[src/pkg/ccc_pkg.sv]
package ccc_pkg;

    // ----------------------------------------
    // register map
    // ----------------------------------------
    localparam logic [7:0] CTRL_OFFSET = 8'h00;
    localparam logic [7:0] RISE_CH2_OFFSET = 8'h04;
    localparam logic [7:0] FALL_CH2_OFFSET = 8'h08;
    localparam logic [7:0] RISE_CH3_OFFSET = 8'h0C;
    localparam logic [7:0] FALL_CH3_OFFSET = 8'h10;
    localparam logic [31:0] CTRL_RESET = 32'h0000_0000;
    localparam logic [15:0] SNAP_RESET = 16'h0000;

    // ----------------------------------------
    // field positions, channel base 0 or 16
    // ----------------------------------------
    localparam int CH2_BASE = 0;
    localparam int CH3_BASE = 16;
    localparam int POL_BIT = 0;
    localparam int RIE_BIT = 1;
    localparam int FIE_BIT = 2;
    localparam int CEN_BIT = 3;
    localparam int IRQF_BIT = 4;
    localparam int RLAT_BIT = 6;
    localparam int FLAT_BIT = 7;

    // ----------------------------------------
    // carriers
    // ----------------------------------------
    typedef struct packed {
        logic fall_latched;
        logic rise_latched;
        logic irq_flag;
        logic capture_enable;
        logic fall_irq_en;
        logic rise_irq_en;
        logic polarity_flip;
    } ccc_chan_type;

    typedef struct packed {
        logic [7:0] addr;
        logic [31:0] wdata;
        logic wr;
        logic rd;
    } ccc_bus_type;

endpackage

[src/ccc_capture.sv]
// The register offsets and the address-and-strobe port were decided locally.
`timescale 1ns/10ps
// Contract
// ch3 rising edge with enable raises interrupt
// polarity flip bit inverts pin input
// ch2 fall loads fall snapshot, sets flag
// ch2 rise loads rise snapshot, sets flag
// latched flag cleared per clear polarity
// ch2 rise sets irq flag if enabled
// ch2 fall sets irq flag if enabled
// write one clears irq flag
// capture enable allows snapshot latching
// capture disabled blocks snapshots and interrupt
// ch2 falling interrupt enable gates interrupt
// ch2 rising interrupt enable gates interrupt
// ch3 irq flag set per edge enables
// ch3 capture enable gates like ch2
// ch3 edges latch snapshot and flags
// snapshots 16 bit, read only, upper zero
// ch3 falling enable gates falling interrupt
// reserved control bits read zero
module ccc_capture #(
    parameter int CNT_W = 16
) (
    // clock and reset
    input wire logic CLOCK,
    input wire logic RESET,
    // register port
    input wire logic [7:0] ADDR,
    input wire logic [31:0] WDATA,
    input wire logic WR,
    input wire logic RD,
    output logic [31:0] RDATA,
    // timer side
    input wire logic [CNT_W-1:0] COUNTER,
    input wire logic FLAG_CLEAR_POLARITY,
    input wire logic [1:0] CAPTURE_PIN,
    // capture flags
    output logic [1:0] CAPTURE_IRQ_FLAG,
    output logic [1:0] CAPTURE_IRQ
);

    // ----------------------------------------
    // bus decode
    // ----------------------------------------
    ccc_pkg::ccc_bus_type bus;
    assign bus = '{addr: ADDR, wdata: WDATA, wr: WR, rd: RD};
    wire ctrl_wr = bus.wr && (bus.addr == ccc_pkg::CTRL_OFFSET);

    ccc_pkg::ccc_chan_type chan_reg [2];
    logic [CNT_W-1:0] rise_snapshot_reg [2];
    logic [CNT_W-1:0] fall_snapshot_reg [2];
    wire [31:0] ctrl_view;
    logic [1:0] irq_reg;

    // ----------------------------------------
    // per channel capture
    // ----------------------------------------
    for (genvar c = 0; c < 2; c++) begin : g_ch
        localparam int B = (c == 0) ? ccc_pkg::CH2_BASE : ccc_pkg::CH3_BASE;
        logic [2:0] sync_reg;
        logic last_reg;
        ccc_pkg::ccc_chan_type ch_next;

        // three stage sync, level counts when stages two and three agree
        always_ff @(posedge CLOCK or posedge RESET) begin
            if (RESET) begin
                sync_reg <= 3'h0;
            end else begin
                sync_reg <= {sync_reg[1:0], CAPTURE_PIN[c]};
            end
        end
        wire agree = (sync_reg[1] == sync_reg[2]);
        wire level = sync_reg[2] ^ chan_reg[c].polarity_flip;
        always_ff @(posedge CLOCK or posedge RESET) begin
            if (RESET) begin
                last_reg <= 1'b0;
            end else if (agree) begin
                last_reg <= level;
            end
        end
        wire en = chan_reg[c].capture_enable;
        wire rise = agree && en && level && !last_reg;
        wire fall = agree && en && !level && last_reg;
        wire rise_irq = rise && chan_reg[c].rise_irq_en;
        wire fall_irq = fall && chan_reg[c].fall_irq_en;

        wire [31:0] wd = bus.wdata;
        wire cp = FLAG_CLEAR_POLARITY;
        wire clr_r = ctrl_wr && (wd[B + ccc_pkg::RLAT_BIT] == cp);
        wire clr_f = ctrl_wr && (wd[B + ccc_pkg::FLAT_BIT] == cp);
        wire clr_i = ctrl_wr && wd[B + ccc_pkg::IRQF_BIT];

        always_comb begin
            ch_next = chan_reg[c];
            if (ctrl_wr) begin
                ch_next.polarity_flip = wd[B + ccc_pkg::POL_BIT];
                ch_next.rise_irq_en = wd[B + ccc_pkg::RIE_BIT];
                ch_next.fall_irq_en = wd[B + ccc_pkg::FIE_BIT];
                ch_next.capture_enable = wd[B + ccc_pkg::CEN_BIT];
            end
            // set wins over clear
            ch_next.rise_latched = rise || (chan_reg[c].rise_latched && !clr_r);
            ch_next.fall_latched = fall || (chan_reg[c].fall_latched && !clr_f);
            ch_next.irq_flag = rise_irq || fall_irq || (chan_reg[c].irq_flag && !clr_i);
        end

        always_ff @(posedge CLOCK or posedge RESET) begin
            if (RESET) begin
                chan_reg[c] <= '0;
                rise_snapshot_reg[c] <= ccc_pkg::SNAP_RESET;
                fall_snapshot_reg[c] <= ccc_pkg::SNAP_RESET;
                irq_reg[c] <= 1'b0;
            end else begin
                chan_reg[c] <= ch_next;
                irq_reg[c] <= rise_irq || fall_irq;
                if (rise) begin
                    rise_snapshot_reg[c] <= COUNTER;
                end
                if (fall) begin
                    fall_snapshot_reg[c] <= COUNTER;
                end
            end
        end

        assign ctrl_view[B +: 16] = {8'h00, chan_reg[c].fall_latched, chan_reg[c].rise_latched, 1'b0,
            chan_reg[c].irq_flag, chan_reg[c].capture_enable, chan_reg[c].fall_irq_en,
            chan_reg[c].rise_irq_en, chan_reg[c].polarity_flip};
    end

    // ----------------------------------------
    // read mux
    // ----------------------------------------
    logic [31:0] rd_sel;
    always_comb begin
        unique case (bus.addr)
            ccc_pkg::CTRL_OFFSET: rd_sel = ctrl_view;
            ccc_pkg::RISE_CH2_OFFSET: rd_sel = 32'(rise_snapshot_reg[0]);
            ccc_pkg::FALL_CH2_OFFSET: rd_sel = 32'(fall_snapshot_reg[0]);
            ccc_pkg::RISE_CH3_OFFSET: rd_sel = 32'(rise_snapshot_reg[1]);
            ccc_pkg::FALL_CH3_OFFSET: rd_sel = 32'(fall_snapshot_reg[1]);
            default: rd_sel = 32'h0000_0000;
        endcase
    end

    always_ff @(posedge CLOCK or posedge RESET) begin
        if (RESET) begin
            RDATA <= ccc_pkg::CTRL_RESET;
        end else begin
            RDATA <= bus.rd ? rd_sel : 32'h0000_0000;
        end
    end

    always_ff @(posedge CLOCK or posedge RESET) begin
        if (RESET) begin
            CAPTURE_IRQ_FLAG <= 2'h0;
            CAPTURE_IRQ <= 2'h0;
        end else begin
            CAPTURE_IRQ_FLAG <= {ch_flag(chan_reg[1]), ch_flag(chan_reg[0])};
            CAPTURE_IRQ <= irq_reg;
        end
    end

    function automatic logic ch_flag(input ccc_pkg::ccc_chan_type ch);
        return ch.irq_flag;
    endfunction

endmodule
[config.mk]
export PLATFORM = sky130hd
export DESIGN_NAME = ccc_capture
export DESIGN_NICKNAME = d
export VERILOG_FILES = /design/src/pkg/ccc_pkg.sv /design/src/ccc_capture.sv
export SDC_FILE = /design/constraint.sdc
export NUM_CORES = 1
export LEC_CHECK = 0
export BUFFER_PORTS_ARGS = -buffer_cell sky130_fd_sc_hd__buf_2
export CORE_UTILIZATION = 54
export DETAILED_ROUTE_END_ITERATION = 8
export HOLD_SLACK_MARGIN = 0.12
export PLACE_DENSITY = 0.8
export REMOVE_ABC_BUFFERS = 1
export SETUP_SLACK_MARGIN = 0.02
export SLEW_MARGIN = 20
export SYNTH_ARGS = -nofsm -noshare
export SYNTH_HDL_FRONTEND = slang
export SYNTH_SLANG_ARGS = --single-unit
[constraint.sdc]
create_clock -name CLOCK -period 4.82 [get_ports CLOCK]
set_input_delay 0.723 -clock CLOCK [delete_from_list [all_inputs] [get_ports CLOCK]]
set_output_delay 0.723 -clock CLOCK [all_outputs]
set_load 0.005 [all_outputs]
* After elaboration in Yosys (flattened, before gate mapping) *
Index checks and enable logic that the tools add are counted.
Widths: inputs -> output; s select.

operators by class
  eq/ne operators = 10
  mux-type cells = 2
  bitwise operators = 2
  reduce and logical (&&, ||, !) cells = 46

operators with widths
  operator            number
  $pmux 24 s5         1
  $mux 32             1
  $logic_and 1x1->1   27
  $eq 8x4->1 const B  2
  $logic_not 1->1     10
  $eq 8x3->1 const B  1
  $eq 8x5->1 const B  1
  $logic_not 8->1     1
  $logic_or 1x1->1    8
  $eq 1x1->1          6
  $xor 1x1->1         2

storage, ports and cells
  register bits after elaboration = 124
  bits of input ports = 63
  output and inout bits = 36
  word-level logic and storage cells = 87

* Logic depth before layout (Yosys ltp) *
  word-level depth = 7
  gate-level depth with buffers = 7
  gate-level depth less buffers = 4

* Worst setup path before layout *
Ideal clock, no wire load.

  path kind = in2reg
  start = input port ADDR[2]
  end = register chan_reg[4] in the netlist's numbering
  library setup time = 0.126 ns
  arrival time = 1.882 ns
  data required time = 4.694 ns
  slack = 2.812 ns
  stages = 5
  path buffers = 1
  cells stage by stage = buf_4 -> or4_4 -> nor3_4 -> nand3_1 -> a221o_1

RTL lines
  element                          line                text
  from (decl)                      ccc_capture.sv:29   input wire logic [7:0] ADDR,
  to (signal, indexed assignment)  ccc_capture.sv:115  chan_reg[c] <= ch_next;
  to (decl)                        ccc_capture.sv:50   ccc_pkg::ccc_chan_type chan_reg [2];

* Worst setup path after layout *
  start = input port ADDR[2]
  end = register RDATA[8]

on the way
  longest elaborated chain between the ends = 3
  elaborated cells between the ends (all ways) = 7
  those cells by class = eq/ne: 4; mux: 2; reduce/logical: 1

RTL lines
  element                             line                text
  $eq 8x5->1 (tied with other cells)  ccc_capture.sv:136  unique case (bus.addr)
  $pmux 24 s5 *                       ccc_capture.sv:136
  $mux 32 *                           ccc_capture.sv:150  RDATA <= bus.rd ? rd_sel : 32'h0000_0000;
  to (signal assigned)                ccc_capture.sv:148  RDATA <= ccc_pkg::CTRL_RESET;
  to (signal assigned)                ccc_capture.sv:150
  to (decl)                           ccc_capture.sv:33   output logic [31:0] RDATA,

Every way passes the cells marked *; elsewhere a longest branch is shown, timed or not.
A chain may end at the register's enable or synchronous reset.

==> metrics.yaml <==
run_status:
  status: "complete, no violations"
clock_network:
  cts-resized-gates: 0
  cts_max_level: 4
  cts_sinks: 115
  numCtsBuffers: 17
  cts_hold_buf: 0
  root_buffer: "clkbuf_8"
  cts.clk_slew.worst_paths_ps: 60
  clockBufferDepth: 2
  cts_setup_buffers: 0
  cts_tree: "done"
  clock_latency_ps: 520
floorplan:
  num_rows: 34
  ios: 99
  die_w_um: 96.6
  core_area_sq_um: 8680
  die-area_sq_um: 9330
  die_h_um: 96.6
  start_util_pct: 55.7
synthesis:
  synth_seq_cells: 115
  synthCells: 349
  synth_area_leaders: "dfrtp_1 (60%), mux2_2 (22%), a22oi_1 (2.3%), buf_4 (1.9%), a21oi_1 (1.7%)"
  synthArstFlopShare_pct: 100
  yosysSeqAreaShare_pct: 59.6
  synth_ff_type: "dfrtp_1"
  netlist_area_sq_um: 4830
  yosys_warnings: 0
  avgSynthCellArea_sq_um: 13.8
  yosys.area.top_type: "dfrtp_1"
  ys_types: 36
  yosysTopAreaCellShare_pct: 59.6
  synth_edf_count: 0
placement:
  post_dp_cell_area_sq_um: 5210
  numPortBuffers: 71
  pre_cts_ws_ps: 2140
  gp_congestion: 0.798
  hpwl_mm: 6.00
global_route:
  grt_max_degree: 81
  grt_pass1_wl_mm: 16.6
  overflow: 0
  grt_usage_pct: 25.0
  grt_pass1_vias: 3286
  antenna_found_initial: 1
detailed_routing:
  post_drt_wl_per_cell_um: 19.4
  vias_per_cell: 5.78
  drc: 0
  vias: 3155
  detailedRoute.firstPassIterationCount: 4
  drt-initial-drc-count: 166
  drt_wl_total_mm: 10.6
  ant_nets: 0
worst_setup_path:
  critPathMaxFanout: 19
  arrival_ps: 2640
  end_kind: "register"
  path_class: "input port to register"
  cp.required_ps: 5170
  start_kind: "input port"
pwr:
  p_leak_nw: 2.86
  vdd_drop_max_uv: 288
  power_density_nw_per_um2: 437
cells_and_area:
  diodes: 0
  final_area_sq_um: 5850
  area_growth_pct: 21.2
  drive_above_1_share_pct: 48.6
  n_fill_cell: 587
  nets: 488
  multi_input_area_sq_um: 1820
  regArea_sq_um: 2880
sta:
  rsz0062_at_grt: "false"
  worst_slew_pin_slew_ps: 1110
  slew_viol_final: 0
  fmax_mhz: 436
  layout_setup_ws_ps: 2530
  finalHoldViolations: 0
  finalCritPeriodShare_pct: 47.6
  setup_viol: 0
  fin_tns_setup_ps: 0
  min_period_ps: 2290
  final.setup_skew_ps: 6.22
  slew-limit-headroom_pct: 26.3
flow_run:
  cap_violations: 0
worst_hold_path:
  hold_class: "input port to register"
[power breakdown]
part / switching (W) / leakage, nW / internal (W) / total, W
logic: 0.0000739 / 1.04 / 0.0000781 / 0.000152
clock network: 0.000437 / 0.300 / 0.000904 / 0.00134
registers: 0.0000354 / 1.52 / 0.00103 / 0.00106
[cell usage after synthesis, types with 2 or more instances]
master	n
a22oi_1	15
a21oi_4	2
nor3b_1	2
inv_1	3
buf_4	12
o21ai_0	5
mux2_2	94
and3_2	7
nor2_1	6
xor2_1	4
nand3b_1	4
nand2b_1	3
and3b_1	2
nor4_1	3
nand2_1	19
and4b_1	2
nand3_1	5
a21oi_1	16
o21ai_2	2
or3_1	3
buf_6	2
dfrtp_1	115
buf_2	7
clkbuf_1	3
a221o_1	2
[metal layers]
metal	wire (um)	share of wire (%)	GRT usage, %
met1	4550	43	29.4
met4	145	1.4	12.1
met3	591	5.6	7.43
met5	0	0	0
met2	5330	50	42.0
[final cells by class]
| cell class | instances | area share [%] |
|---|---|---|
| Sequential cell | 115 | 49.2 |
| Multi-Input combinational cell | 215 | 31.0 |
| Clock buffer | 19 | 7.37 |
| Timing Repair Buffer | 73 | 6.33 |
| Clock inverter | 13 | 3.55 |
| Tap cell | 108 | 2.31 |
| Inverter | 3 | 0.235 |
[cells in the final DEF (no fill, tap or decap), types with 5 or more instances in the layout]
cell type and count:
dfrtp_1 115, mux2_2 94, buf_2 71, nand2_1 19, a21oi_1 16, clkbuf_16 16, a22oi_1 15, conb_1 9
and3_2 7, nor2_1 6, nand3_1 5, o21ai_0 5, bufinv_16 5
[final timing paths]
kind / from / end / slack, ps / cells after the start
worst max-delay path: ADDR[2] / RDATA[8] / 2530 / 5
worst min-delay path: CAPTURE_PIN[0] / g_ch[0].sync_reg[0] / 310 / 1
worst max register to register: g_ch[1].sync_reg[1] / chan_reg[4] / 2690 / 4
worst min register to register: irq_reg[0] / CAPTURE_IRQ[0] / 350 / 0
max in group asynchronous: RESET / RDATA[9] / 3350 / 3
min in group asynchronous: RESET / rise_snapshot_reg[18] / 420 / 2
[stage by stage]
step	power (W)	hold slack [ps]	utilization, %	cells
after floorplan	0.00117	331	-	333
after global placement	0.00121	335	60.1	514
after detailed placement	0.00123	336	60.1	514
after CTS	0.00257	290	67.4	546
after global routing	0.00263	297	67.4	546
final	0.00256	310	67.4	546
[cells by family after synthesis]
kind of cell,Yosys count,synth area share [%]
other,1,0.0776
xor gates and xnor gates,4,0.725
AOI/OAI and AO/OA,46,6.63
DFF,115,59.6
muxes,94,21.9
buffers and inverters,27,3.52
and+or+nand+nor,62,7.54
[worst max-delay path: stages]
cell and delay [ps]:
buf_2 410, nor4_1 110, and3_1 400, o21ai_2 850, a21oi_1 130
(Power assumes the default switching activity.)
